[src/shared/ctd_pkg.sv]
// constants, codes and types shared by the composite timer data-register block
package ctd_pkg;

   // ------------------------------------------------------------
   // register indices; byte address is four times the index
   // ------------------------------------------------------------
   localparam logic [11:0] CH0_UPPER_IDX = 12'hf94;
   localparam logic [11:0] CH0_LOWER_IDX = 12'hf95;
   localparam logic [11:0] CH0_CTRL_IDX  = 12'hf96;
   localparam logic [11:0] CH1_UPPER_IDX = 12'hf99;
   localparam logic [11:0] CH1_LOWER_IDX = 12'hf9a;
   localparam logic [11:0] CH1_CTRL_IDX  = 12'hf9b;

   localparam logic [1:0][15:0] UPPER_ADDR = {{2'h0, CH1_UPPER_IDX, 2'h0},
                                              {2'h0, CH0_UPPER_IDX, 2'h0}};
   localparam logic [1:0][15:0] LOWER_ADDR = {{2'h0, CH1_LOWER_IDX, 2'h0},
                                              {2'h0, CH0_LOWER_IDX, 2'h0}};
   localparam logic [1:0][15:0] CTRL_ADDR  = {{2'h0, CH1_CTRL_IDX, 2'h0},
                                              {2'h0, CH0_CTRL_IDX, 2'h0}};

   // ------------------------------------------------------------
   // reset values and control field positions
   // ------------------------------------------------------------
   localparam logic [7:0] DATA_RST     = 8'h00;
   localparam logic [7:0] CTRL_RST     = 8'h00;
   localparam int         CTRL_RUN_LO  = 0;
   localparam int         CTRL_RUN_HI  = 1;
   localparam int         CTRL_CASCADE = 2;
   localparam int         CTRL_BF      = 3;
   localparam int         CTRL_MODE_LO = 4;

   // ------------------------------------------------------------
   // function select codes
   // ------------------------------------------------------------
   localparam logic [3:0] MODE_INTERVAL = 4'h0;
   localparam logic [3:0] MODE_PWM_FIX  = 4'h2;
   localparam logic [3:0] MODE_PWM_VAR  = 4'h3;
   localparam logic [3:0] MODE_PWC_HIGH = 4'h4;
   localparam logic [3:0] MODE_PWC_HC   = 4'h9;
   localparam logic [3:0] MODE_CAPTURE  = 4'ha;

   localparam logic [15:0] COUNT_TOP8  = 16'h00ff;
   localparam logic [15:0] COUNT_TOP16 = 16'hffff;

   typedef struct packed {
      logic [15:0] cnt;
      logic [15:0] lat;
      logic [15:0] dat;
      logic        bf;
      logic        out;
      logic        arm;
   } ctd_unit_t;

endpackage

[src/rtl/ctd_top.sv]
// composite timer data-register path: two channels behind an apb slave
//
// The APB register port was left to the implementer.
`timescale 1ns/10ps
`default_nettype none

module ctd_channel import ctd_pkg::*; (
   input  wire logic       sys_clk,    // system clock
   input  wire logic       nrst,       // async reset, active low
   input  wire logic       runLo,      // lower timer run bit
   input  wire logic       runHi,      // upper timer run bit
   input  wire logic       cascadeSel, // join timers into 16 bits
   input  wire logic [3:0] funcSel,    // function select code
   input  wire logic       measPin,    // measured input pin, asynchronous
   input  wire logic       rdUpper,    // read pulse, upper data register
   input  wire logic       rdLower,    // read pulse, lower data register
   input  wire logic       wrUpper,    // write pulse, upper data register
   input  wire logic       wrLower,    // write pulse, lower data register
   input  wire logic [7:0] wrData,     // write data
   output logic      [7:0] upperVal,   // value an upper read returns
   output logic      [7:0] lowerVal,   // value a lower read returns
   output logic            bufFull,    // lower timer buffer full
   output logic      [1:0] timerOut    // timer outputs, from flops
);

   typedef struct packed {
      logic [1:0][7:0] cnt;
      logic [1:0][7:0] lat;
      logic [1:0][7:0] dat;
      logic [1:0]      bf;
      logic [1:0]      tout;
      logic [1:0]      arm;
      logic [1:0]      runPrev;
      logic [7:0]      wbuf;
      logic [7:0]      rbuf;
      logic            sync1;
      logic            sync2;
      logic            inPrev;
   } ctd_chan_t;

   ctd_chan_t  s_q;
   ctd_chan_t  s_d;
   ctd_unit_t  u;
   ctd_unit_t  uo;
   logic       varMode;
   logic       wide;
   logic       buffered;
   logic       measMode;
   logic       rise;
   logic       fall;
   logic       start0;
   logic [1:0] startN;
   logic [7:0] lowerShow;

   // ------------------------------------------------------------
   // one timer step, 8 or 16 bits wide depending on top
   // ------------------------------------------------------------
   function automatic ctd_unit_t unitStep(input ctd_unit_t ui, input logic [15:0] top,
                                          input logic run, input logic start,
                                          input logic [3:0] mode, input logic lvl,
                                          input logic rs, input logic fl);
      ctd_unit_t   r;
      logic [15:0] nxt;
      r = ui;
      nxt = (ui.cnt == top) ? 16'h0000 : ui.cnt + 16'h0001;
      if (start) begin
         r.lat = ui.dat;
         r.cnt = 16'h0000;
         r.arm = 1'b0;
         if (mode == MODE_PWM_FIX) begin
            r.out = 1'b1;
         end
      end else if (run) begin
         case (mode)
            MODE_INTERVAL: begin
               if (ui.cnt == ui.lat) begin
                  r.lat = ui.dat;
                  r.cnt = 16'h0000;
                  r.out = ~ui.out;
               end else begin
                  r.cnt = nxt;
               end
            end
            MODE_PWM_FIX: begin
               if (ui.cnt == ui.lat) begin
                  r.out = 1'b0;
               end
               if (ui.cnt == top) begin
                  r.lat = ui.dat;
                  r.cnt = 16'h0000;
                  r.out = 1'b1;
               end else begin
                  r.cnt = nxt;
               end
            end
            MODE_PWC_HIGH: begin
               if (rs) begin
                  r.cnt = 16'h0000;
               end else if (lvl && ui.cnt != top) begin
                  r.cnt = nxt;
               end
               if (fl && !ui.bf) begin
                  r.dat = ui.cnt;
                  r.bf  = 1'b1;
               end
            end
            MODE_PWC_HC: begin
               r.cnt = rs ? 16'h0000 : nxt;
               if (fl) begin
                  r.dat = ui.cnt;
                  r.bf  = 1'b1;
               end
               if (rs) begin
                  r.arm = 1'b1;
                  if (ui.arm && !ui.bf) begin
                     r.dat = ui.cnt;
                     r.bf  = 1'b1;
                  end
               end
            end
            MODE_CAPTURE: begin
               r.cnt = nxt;
               if (rs) begin
                  r.dat = ui.cnt;
               end
            end
            default: begin
               r = ui;
            end
         endcase
      end
      return r;
   endfunction

   // ------------------------------------------------------------
   // mode decode and input edges
   // ------------------------------------------------------------
   assign varMode  = (funcSel == MODE_PWM_VAR);
   assign wide     = cascadeSel & ~varMode;
   assign buffered = cascadeSel | varMode;
   assign measMode = (funcSel == MODE_PWC_HIGH) | (funcSel == MODE_PWC_HC) |
                     (funcSel == MODE_CAPTURE);
   assign rise     = s_q.sync2 & ~s_q.inPrev;
   assign fall     = ~s_q.sync2 & s_q.inPrev;
   assign startN   = {runHi, runLo} & ~s_q.runPrev;
   assign start0   = startN[0];
   assign lowerShow = measMode ? s_q.dat[0] : s_q.cnt[0];

   // ------------------------------------------------------------
   // next state
   // ------------------------------------------------------------
   always_comb begin
      s_d = s_q;
      u = '0;
      uo = '0;
      s_d.sync1 = measPin;
      s_d.sync2 = s_q.sync1;
      s_d.inPrev = s_q.sync2;
      s_d.runPrev = {runHi, runLo};
      // clear before the step so a result landing in the same cycle wins
      if (rdLower) begin
         s_d.bf[0] = 1'b0;
      end
      if (rdUpper && !buffered) begin
         s_d.bf[1] = 1'b0;
      end
      if (rdUpper && buffered) begin
         s_d.rbuf = lowerShow;
      end
      if (varMode) begin
         if (start0) begin
            s_d.lat = s_q.dat;
            s_d.cnt = '0;
            s_d.tout[0] = 1'b0;
         end else if (runLo) begin
            if (s_q.cnt[0] == s_q.lat[0]) begin
               s_d.tout[0] = 1'b1;
            end else begin
               s_d.cnt[0] = s_q.cnt[0] + 8'h01;
            end
            if (s_q.cnt[1] == s_q.lat[1]) begin
               s_d.lat = s_q.dat;
               s_d.cnt = '0;
               s_d.tout[0] = 1'b0;
            end else begin
               s_d.cnt[1] = s_q.cnt[1] + 8'h01;
            end
         end
      end else if (wide) begin
         u = '{cnt: s_q.cnt, lat: s_q.lat, dat: s_q.dat,
               bf: s_d.bf[0], out: s_q.tout[0], arm: s_q.arm[0]};
         uo = unitStep(u, COUNT_TOP16, runLo, start0, funcSel, s_q.sync2, rise, fall);
         s_d.cnt = uo.cnt;
         s_d.lat = uo.lat;
         s_d.dat = uo.dat;
         s_d.bf[0] = uo.bf;
         s_d.tout[0] = uo.out;
         s_d.arm[0] = uo.arm;
      end else begin
         for (int i = 0; i < 2; i++) begin
            u = '{cnt: {8'h00, s_q.cnt[i]}, lat: {8'h00, s_q.lat[i]},
                  dat: {8'h00, s_q.dat[i]}, bf: s_d.bf[i], out: s_q.tout[i],
                  arm: s_q.arm[i]};
            uo = unitStep(u, COUNT_TOP8, (i == 0) ? runLo : runHi, startN[i], funcSel,
                          s_q.sync2, rise, fall);
            s_d.cnt[i] = uo.cnt[7:0];
            s_d.lat[i] = uo.lat[7:0];
            s_d.dat[i] = uo.dat[7:0];
            s_d.bf[i] = uo.bf;
            s_d.tout[i] = uo.out;
            s_d.arm[i] = uo.arm;
         end
      end
      // software writes come last so they replace any stored result
      if (buffered) begin
         if (wrUpper) begin
            s_d.wbuf = wrData;
         end
         if (wrLower) begin
            s_d.dat[0] = wrData;
            s_d.dat[1] = s_q.wbuf;
         end
      end else begin
         if (wrUpper) begin
            s_d.dat[1] = wrData;
         end
         if (wrLower) begin
            s_d.dat[0] = wrData;
         end
      end
   end

   always_ff @(posedge sys_clk or negedge nrst) begin
      if (!nrst) begin
         s_q <= '{cnt: '0, lat: '0, dat: {DATA_RST, DATA_RST}, bf: 2'h0, tout: 2'h0,
                  arm: 2'h0, runPrev: 2'h0, wbuf: DATA_RST, rbuf: DATA_RST,
                  sync1: 1'b0, sync2: 1'b0, inPrev: 1'b0};
      end else begin
         s_q <= s_d;
      end
   end

   assign upperVal = measMode ? s_q.dat[1] : s_q.cnt[1];
   assign lowerVal = buffered ? s_q.rbuf : lowerShow;
   assign bufFull  = s_q.bf[0];
   assign timerOut = s_q.tout;

   logic narrow;
   assign narrow = ~cascadeSel & ~varMode;
endmodule

module ctd_top import ctd_pkg::*; (
   input  wire logic        sys_clk,  // system clock, 100 MHz
   input  wire logic        nrst,     // async reset, active low
   input  wire logic        psel,     // apb select
   input  wire logic        penable,  // apb enable
   input  wire logic        pwrite,   // apb direction, high for write
   input  wire logic [15:0] paddr,    // apb byte address
   input  wire logic [31:0] pwdata,   // apb write data
   output logic      [31:0] prdata,   // apb read data
   output logic             pready,   // apb ready
   output logic             pslverr,  // apb error on unmapped address
   input  wire logic  [1:0] measPin,  // measured input per channel
   output logic       [3:0] timerOut  // {ch1 upper, ch1 lower, ch0 upper, ch0 lower}
);

   typedef struct packed {
      logic            pready;
      logic            pslverr;
      logic [31:0]     prdata;
      logic [1:0][7:0] ctrl;
   } ctd_bus_t;

   ctd_bus_t        b_q;
   ctd_bus_t        b_d;
   logic            acc;
   logic [1:0]      rdUp;
   logic [1:0]      rdLo;
   logic [1:0]      wrUp;
   logic [1:0]      wrLo;
   logic [1:0]      ctrlHit;
   logic [1:0][7:0] upVal;
   logic [1:0][7:0] loVal;
   logic [1:0]      bfv;
   logic [1:0][7:0] ctrlRd;

   // a request is taken once, in the first access cycle
   assign acc = psel & penable & ~b_q.pready;

   always_comb begin
      b_d = b_q;
      b_d.pready = acc;
      b_d.pslverr = 1'b0;
      rdUp = '0;
      rdLo = '0;
      wrUp = '0;
      wrLo = '0;
      ctrlHit = '0;
      for (int c = 0; c < 2; c++) begin
         ctrlRd[c] = b_q.ctrl[c];
         ctrlRd[c][CTRL_BF] = bfv[c];
         rdUp[c] = acc & ~pwrite & (paddr == UPPER_ADDR[c]);
         rdLo[c] = acc & ~pwrite & (paddr == LOWER_ADDR[c]);
         wrUp[c] = acc & pwrite & (paddr == UPPER_ADDR[c]);
         wrLo[c] = acc & pwrite & (paddr == LOWER_ADDR[c]);
         ctrlHit[c] = acc & (paddr == CTRL_ADDR[c]);
         if (ctrlHit[c] && pwrite) begin
            b_d.ctrl[c] = pwdata[7:0];
            b_d.ctrl[c][CTRL_BF] = 1'b0;
            // cascade cannot change while either timer runs
            if (b_q.ctrl[c][CTRL_RUN_LO] || b_q.ctrl[c][CTRL_RUN_HI]) begin
               b_d.ctrl[c][CTRL_CASCADE] = b_q.ctrl[c][CTRL_CASCADE];
            end
         end
         if (rdUp[c]) begin
            b_d.prdata = {24'h000000, upVal[c]};
         end
         if (rdLo[c]) begin
            b_d.prdata = {24'h000000, loVal[c]};
         end
         if (ctrlHit[c] && !pwrite) begin
            b_d.prdata = {24'h000000, ctrlRd[c]};
         end
      end
      if (acc && (rdUp | rdLo | wrUp | wrLo | ctrlHit) == 2'h0) begin
         b_d.pslverr = 1'b1;
         b_d.prdata = 32'h00000000;
      end
   end

   always_ff @(posedge sys_clk or negedge nrst) begin
      if (!nrst) begin
         b_q <= '{pready: 1'b0, pslverr: 1'b0, prdata: 32'h00000000,
                  ctrl: {CTRL_RST, CTRL_RST}};
      end else begin
         b_q <= b_d;
      end
   end

   assign pready  = b_q.pready;
   assign pslverr = b_q.pslverr;
   assign prdata  = b_q.prdata;

   // ------------------------------------------------------------
   // two identical channels
   // ------------------------------------------------------------
   for (genvar c = 0; c < 2; c++) begin : g_chan
      ctd_channel u_chan (
         .sys_clk    (sys_clk),
         .nrst       (nrst),
         .runLo      (b_q.ctrl[c][CTRL_RUN_LO]),
         .runHi      (b_q.ctrl[c][CTRL_RUN_HI]),
         .cascadeSel (b_q.ctrl[c][CTRL_CASCADE]),
         .funcSel    (b_q.ctrl[c][CTRL_MODE_LO +: 4]),
         .measPin    (measPin[c]),
         .rdUpper    (rdUp[c]),
         .rdLower    (rdLo[c]),
         .wrUpper    (wrUp[c]),
         .wrLower    (wrLo[c]),
         .wrData     (pwdata[7:0]),
         .upperVal   (upVal[c]),
         .lowerVal   (loVal[c]),
         .bufFull    (bfv[c]),
         .timerOut   (timerOut[2*c+1:2*c])
      );
   end

endmodule

`default_nettype wire

[config.mk]
export PLATFORM = sky130hd
export DESIGN_NAME = ctd_top
export DESIGN_NICKNAME = d
export VERILOG_FILES = /design/src/shared/ctd_pkg.sv /design/src/rtl/ctd_top.sv
export SDC_FILE = /design/constraint.sdc
export NUM_CORES = 1
export LEC_CHECK = 0
export ABC_AREA = 0
export BUFFER_PORTS_ARGS = -buffer_cell sky130_fd_sc_hd__buf_2
export CAP_MARGIN = 0
export CORE_MARGIN = 1.5
export CORE_UTILIZATION = 60
export DETAILED_ROUTE_END_ITERATION = 10
export GPL_ROUTABILITY_DRIVEN = 0
export PLACE_DENSITY = 0.79
export REMOVE_ABC_BUFFERS = 1
export SYNTH_ARGS = -nofsm -noshare
export SYNTH_HDL_FRONTEND = slang
export SYNTH_SLANG_ARGS = --single-unit
[constraint.sdc]
create_clock -name sys_clk -period 7.5 [get_ports sys_clk]
set_clock_uncertainty 0.2 [all_clocks]
set_input_delay 0.375 -clock sys_clk [delete_from_list [all_inputs] [get_ports sys_clk]]
set_output_delay 0.375 -clock sys_clk [all_outputs]
set_load 0.005 [all_outputs]
==> results.sh, run 1 <==
export IMPL_worst_ep_required_time_ps=7620
export IMPL_whs_ps=123
export IMPL_max_slew_margin=0.173
export IMPL_die_area_um2=22700
export IMPL_hold_start="psel"
export IMPL_critPathTopFamily="simple AND/OR/NAND/NOR gates"
export IMPL_nets=1577
export IMPL_wl_met3_um=3110
export IMPL_vias=12379
export IMPL_finalPower_mw=1.90
export IMPL_reg2regPathDepth=7
export IMPL_maxCapViolCount=0
export IMPL_die_w_um=151
export IMPL_synth_ff_type="dfrtp_1"
export IMPL_fin_crit_ps=3910
export IMPL_setup_viol=0
export IMPL_ys_ff_latch=174
export IMPL_setup_tns_ps=0
export IMPL_crit_path_start_kind="register"
export IMPL_clock_latency_ps=440
export IMPL_coreArea_um2=21200
export IMPL_ir_drop_uv=178
export IMPL_cts_root_buf="clkbuf_16"
export IMPL_first_iter_violations=1482
export IMPL_yosysUniqueCellTypes=99
export IMPL_ys_seq_area_frac=0.333
export IMPL_p_per_area_nw_per_um2=139
export IMPL_cts_resized=0
export IMPL_grt_pass1_vias=11586
export IMPL_synth_area_um2=13100
export IMPL_slew_viol_final=0
export IMPL_first_pass_iters=9
export IMPL_track_usage=0.342
export IMPL_timing_rr_start="b_q[5]$_DFFE_PN0P_"
export IMPL_dr_wl_met2_um=18300
export IMPL_io_pins=93
export IMPL_vias_per_cell=6.84
export IMPL_area_growth_pct=4.36
export IMPL_path_class="reg -> reg"
export IMPL_hold_depth=2
export IMPL_rsz0062_at_grt="no"
export IMPL_fmax_mhz=256
export IMPL_finalHoldViolCount=0
export IMPL_r2r_slack_ps=3590
export IMPL_antenna_left=0
export IMPL_cp_cell_sequence="nand4bb_1 > nand2_1 > nor3_1 > a21oi_1 > a21boi_0 > a2111o_1 > a221o_1"
export IMPL_arrival_ps=4020
export IMPL_port_buffers=44
export IMPL_dp_hpwl_um=26400
export IMPL_synth_async_sr_flop_share=1.00
export IMPL_final_common_cell="nand2_1"
export IMPL_r2r_end="g_chan[0].u_chan.s_q[74]$_DFFE_PN0P_"
export IMPL_cts_sinks=174
export IMPL_wl_per_cell_um=21.3
export IMPL_wl_um=38500
export IMPL_end_kind="register"
export IMPL_drc=0
export IMPL_drive_gt1_frac=0.105
export IMPL_antenna_found_initial=2
export IMPL_rows=53
export IMPL_syn_area_per_cell_um2=8.32
export IMPL_clkTransAtPathRegs_ps=70
export IMPL_worstMarginPinSlew_ps=1230
export IMPL_grt_pass1_wl_um=61100
export IMPL_die_h_um=151
export IMPL_slowest_stage="nand2_1"
export IMPL_start_util=0.616
export IMPL_grt_max_degree=113
export IMPL_status="complete, no violations"
export IMPL_final_cell_mix="nand2_1, dfrtp_1, nor2_1"
export IMPL_power_leakage_nw=5.84
export IMPL_synthCells=1572
export IMPL_finalCritPeriodShare=0.521
export IMPL_cts_buffers=17
export IMPL_grt_remaining_overflow=0
export IMPL_cts_tree="done"
export IMPL_ys_warn_count=0
export IMPL_path_buf_inv=0
export IMPL_htreeDepth=4
export IMPL_hold_path_class="in -> reg"
export IMPL_worstPathMaxFanout=21
export IMPL_clk_path_buf_depth=2
export IMPL_synth_edf_count=0
export IMPL_met1Wirelength_um=15100
export IMPL_nFillCells=1781
export IMPL_top_layer="met4"
export IMPL_slowest_delay_ps=800
export IMPL_hold_path_end="pready$_DFF_PN0_"
synthesized netlist by cell type (10+ instances only):
master     number  share of area
nor4_1         22          0.011
a31oi_1        14         0.0067
buf_4          36          0.021
o2111ai_1      12         0.0080
nand2b_1       12         0.0057
o21ai_0       107          0.041
o21a_1         11         0.0063
o21ai_1        16         0.0061
nand3_1        41          0.016
buf_1          16         0.0046
or3_1          16         0.0077
nor2b_1        20         0.0096
nor2_1        142          0.041
mux2_2         41          0.035
o221ai_1       24          0.016
mux2i_1       102          0.078
nand2_1       199          0.057
a21oi_1        73          0.028
dfrtp_1       174           0.33
nand4_1        19         0.0091
a22o_1         12         0.0080
a211oi_1       19          0.011
xor2_1         32          0.021
a22oi_1        26          0.015
nor3_1         31          0.012
inv_1          44          0.013
o22ai_1        10         0.0048
o211ai_1       27          0.015
clkbuf_1       73          0.021
buf_2          22         0.0084
how the worst max path moves through the flow:
stage,to,startpoint,slack (ps),depth (start not counted)
2_1_floorplan,g_chan[1].u_chan.s_q[35]$_DFF_PN0_,b_q[15]$_DFFE_PN0P_,3780,7
3_3_place_gp,g_chan[1].u_chan.s_q[74]$_DFFE_PN0P_,b_q[12]$_DFFE_PN0P_,3880,7
3_5_place_dp,g_chan[0].u_chan.s_q[74]$_DFFE_PN0P_,b_q[5]$_DFFE_PN0P_,3830,7
4_1_cts,g_chan[0].u_chan.s_q[74]$_DFFE_PN0P_,b_q[5]$_DFFE_PN0P_,3800,7
5_1_grt,g_chan[0].u_chan.s_q[74]$_DFFE_PN0P_,b_q[5]$_DFFE_PN0P_,3530,7
6_report,g_chan[0].u_chan.s_q[74]$_DFFE_PN0P_,b_q[5]$_DFFE_PN0P_,3590,7
metrics by stage:
step / area [µm²] / util / instances / setup slack [ps]
final: 13600 / 0.643 / 1810 / 3590
after global routing: 13600 / 0.643 / 1808 / 3530
after CTS: 13600 / 0.643 / 1806 / 3800
after detailed placement: 13000 / 0.615 / 1771 / 3830
after global placement: 13000 / 0.615 / 1771 / 3880
after floorplan: 12400 / - / 1443 / 3780
power breakdown:
| part | total, mW | switching [mW] | internal [mW] | leakage, nW |
|---|---|---|---|---|
| Sequential | 0.943 | 0.00311 | 0.940 | 2.40 |
| Clock | 0.879 | 0.414 | 0.465 | 0.279 |
| Combinational | 0.0755 | 0.0575 | 0.0181 | 3.16 |
per-layer routing:
metal,track usage,vias up
met5,0,-
met4,0.180,0
met3,0.0485,155
met2,0.562,697
met1,0.439,5873
li1,-,5654
registers in the layout, summed over array words and instances, names as in the netlist:
name and flops:
pslverr 1, g_chan.u_chan.s_d 4, prdata 8, g_chan.u_chan.bufFull 2
pready 1, b_q 14, g_chan.u_chan.s_q 140, g_chan.u_chan.timerOut 4
cell families after synthesis:
| kind of cell | Yosys count | share of synthesized area |
|---|---|---|
| flops | 174 | 0.333 |
| buf+inv | 197 | 0.0709 |
| xor+xnor | 32 | 0.0214 |
| simple gates | 578 | 0.222 |
| mux | 143 | 0.113 |
| fa+ha+maj | 4 | 0.00383 |
| compound gates | 443 | 0.235 |
| other cells | 1 | 0.000287 |
repair_timing:
| item | CTS | global route |
|---|---|---|
| setup buffers | 0 | 0 |
| setup endpoints to repair | 0 | 0 |
| hold buffers | 3 | 0 |
| hold endpoints to repair | 113 | 0 |
layout make-up:
cell class | count | area [µm²] | share of cell area
multi-input cells | 1224 | 7890 | 0.578
flip-flops and latches | 174 | 4350 | 0.319
clock buffers | 18 | 429 | 0.0314
well taps | 275 | 344 | 0.0252
repair buffers | 56 | 324 | 0.0237
inverters | 45 | 169 | 0.0124
clock inverters | 14 | 133 | 0.00972
diodes | 4 | 10.0 | 0.000733
Note: power is estimated with default switching activity, not from simulation.
==> inputs of run 2 (changes only) <==
==> constraint.sdc (replaced) <==
create_clock -name sys_clk -period 3.9 [get_ports sys_clk]
set_clock_uncertainty 0.2 [all_clocks]
set_input_delay 0.195 -clock sys_clk [delete_from_list [all_inputs] [get_ports sys_clk]]
set_output_delay 0.195 -clock sys_clk [all_outputs]
set_load 0.005 [all_outputs]
==> results.sh, run 2 (synthesis results as in run 1) <==
export IMPL_status="complete, no violations"
export IMPL_design_area_um2=14100
export IMPL_start_util=0.616
export IMPL_clk_path_buf_depth=2
export IMPL_setup_viol=0
export IMPL_grt_pass1_vias=11845
export IMPL_antenna_found_initial=3
export IMPL_slowest_stage="dfrtp_1"
export IMPL_p_per_area_nw_per_um2=265
export IMPL_r2r_slack_ps=350
export IMPL_port_buffers=44
export IMPL_coreArea_um2=21200
export IMPL_antenna_left=0
export IMPL_p_int_mw=2.77
export IMPL_finalCritPeriodShare=0.911
export IMPL_worst_ep_required_time_ps=4020
export IMPL_cts_sinks=174
export IMPL_power_leakage_nw=6.09
export IMPL_r2r_end="g_chan[1].u_chan.s_q[50]$_DFFE_PN0P_"
export IMPL_wl_um=39300
export IMPL_area_growth_pct=7.71
export IMPL_io_pins=93
export IMPL_die_w_um=151
export IMPL_slowest_delay_ps=730
export IMPL_finalPower_mw=3.74
export IMPL_reg2regPathDepth=6
export IMPL_nets=1626
export IMPL_cp_cell_sequence="nand4bb_1 > a21oi_1 > a21boi_0 > a41oi_1 > nand3_1 > mux2_2"
export IMPL_fin_util=0.664
export IMPL_arrival_ps=3670
export IMPL_cts_tree="done"
export IMPL_startpoint="b_q[12]$_DFFE_PN0P_"
export IMPL_hold_path_class="in -> reg"
export IMPL_vias=12673
export IMPL_maxCapViolCount=0
export IMPL_finalHoldViolCount=0
export IMPL_fin_crit_ps=3550
export IMPL_pwr_share_seq=0.485
export IMPL_htreeDepth=4
export IMPL_power_frac_clock=0.473
export IMPL_crit_path_start_kind="register"
export IMPL_final_cell_mix="nand2_1, dfrtp_1, nor2_1"
export IMPL_crit_path_end="g_chan[1].u_chan.s_q[50]$_DFFE_PN0P_"
export IMPL_worstPathMaxFanout=20
export IMPL_end_kind="register"
export IMPL_rsz0062_at_grt="no"
export IMPL_dpl_cell_area_um2=13400
export IMPL_first_iter_violations=1579
export IMPL_grt_max_degree=95
export IMPL_fmax_mhz=281
export IMPL_rows=53
export IMPL_path_class="reg -> reg"
export IMPL_clkTransAtPathRegs_ps=70
export IMPL_worstMarginPinSlew_ps=1060
export IMPL_swShare=0.259
export IMPL_die_h_um=151
export IMPL_combinationalPowerShare=0.042
export IMPL_max_slew_margin=0.295
export IMPL_track_usage=0.352
export IMPL_first_pass_iters=7
export IMPL_power_switching_mw=0.968
export IMPL_wl_per_cell_um=21.1
export IMPL_whs_ps=156
export IMPL_dp_hpwl_um=27200
export IMPL_vias_per_cell=6.82
export IMPL_timing_rr_start="b_q[12]$_DFFE_PN0P_"
export IMPL_largest_register="g_chan.u_chan.s_q"
export IMPL_largest_register_ffs=140
export IMPL_drive_gt1_frac=0.127
export IMPL_slew_viol_final=0
export IMPL_cts_root_buf="clkbuf_16"
export IMPL_clock_latency_ps=450
export IMPL_setup_tns_ps=0
export IMPL_grt_remaining_overflow=0
export IMPL_final_common_cell="nand2_1"
export IMPL_grt_pass1_wl_um=62600
export IMPL_cts_buffers=17
export IMPL_drc=0
export IMPL_die_area_um2=22700
export IMPL_ir_drop_uv=319
[run 2: cell count changes in the layout (fill, tap and decap cells not counted), sizes merged]
cell and change:
clkinvlp +2, inv +4, buf +39, clkinv -5, clkbuf -1, dlygate4sd3 +10
[run 2: worst min-delay path by stage]
stage | cells after the start | startpoint | slack [ps] | end
after floorplan | 0 | nrst | -300 | b_q[0]$_DFFE_PN0P_
after global placement | 1 | measPin[1] | 100 | g_chan[1].u_chan.s_d[1]$_DFF_PN0_
after detailed placement | 1 | measPin[0] | 100 | g_chan[0].u_chan.s_d[1]$_DFF_PN0_
after CTS | 3 | penable | 150 | pslverr$_DFF_PN0_
after global routing | 3 | penable | 160 | pslverr$_DFF_PN0_
final | 3 | penable | 160 | pslverr$_DFF_PN0_
[run 2: per-stage QoR]
step	instances	worst slack, ps
after floorplan	1443	184
after global placement	1810	648
after global routing	1857	162
after CTS	1855	550
after detailed placement	1810	565
final	1859	346
[run 2: final cells by class]
| type | count | area (µm²) |
|---|---|---|
| Fill cell | 1773 | 7130 |
| Clock inverter | 15 | 169 |
| Sequential cell | 174 | 4350 |
| Multi-Input combinational cell | 1224 | 7890 |
| Clock buffer | 17 | 425 |
| Inverter | 45 | 169 |
| Timing Repair Buffer | 105 | 729 |
| Tap cell | 275 | 344 |
| Antenna cell | 4 | 10.0 |
[run 2: critical path: cells and delay by family, from the launching register on]
family / cells / cell delay, ps
compound gates: 3 / 1230
mux: 1 / 380
simple gates: 2 / 890
flops: 1 / 730
[run 2: what timing repair did]
action | CTS | global route
hold buffers | 13 | 0
setup buffers | 0 | 0
gates resized for setup | 0 | 0
endpoints found under the hold margin | 107 | 0
[run 2: power groups by stage]
stage / sequential [mW] / clock, mW / combinational [mW]
after detailed placement: 1.85 / 0 / 0.146
final: 1.81 / 1.77 / 0.158
after CTS: 1.81 / 1.78 / 0.156
after global placement: 1.85 / 0 / 0.143
after global routing: 1.81 / 1.85 / 0.173
after floorplan: 1.85 / 0 / 0.0469
[run 2: routing by layer]
layer / wire length, µm / vias up / global-route usage
met2: 18400 / 746 / 0.579
met4: 2460 / 0 / 0.210
met5: 0 / - / 0
met1: 15100 / 5988 / 0.437
li1: - / 5739 / -
met3: 3350 / 200 / 0.0564
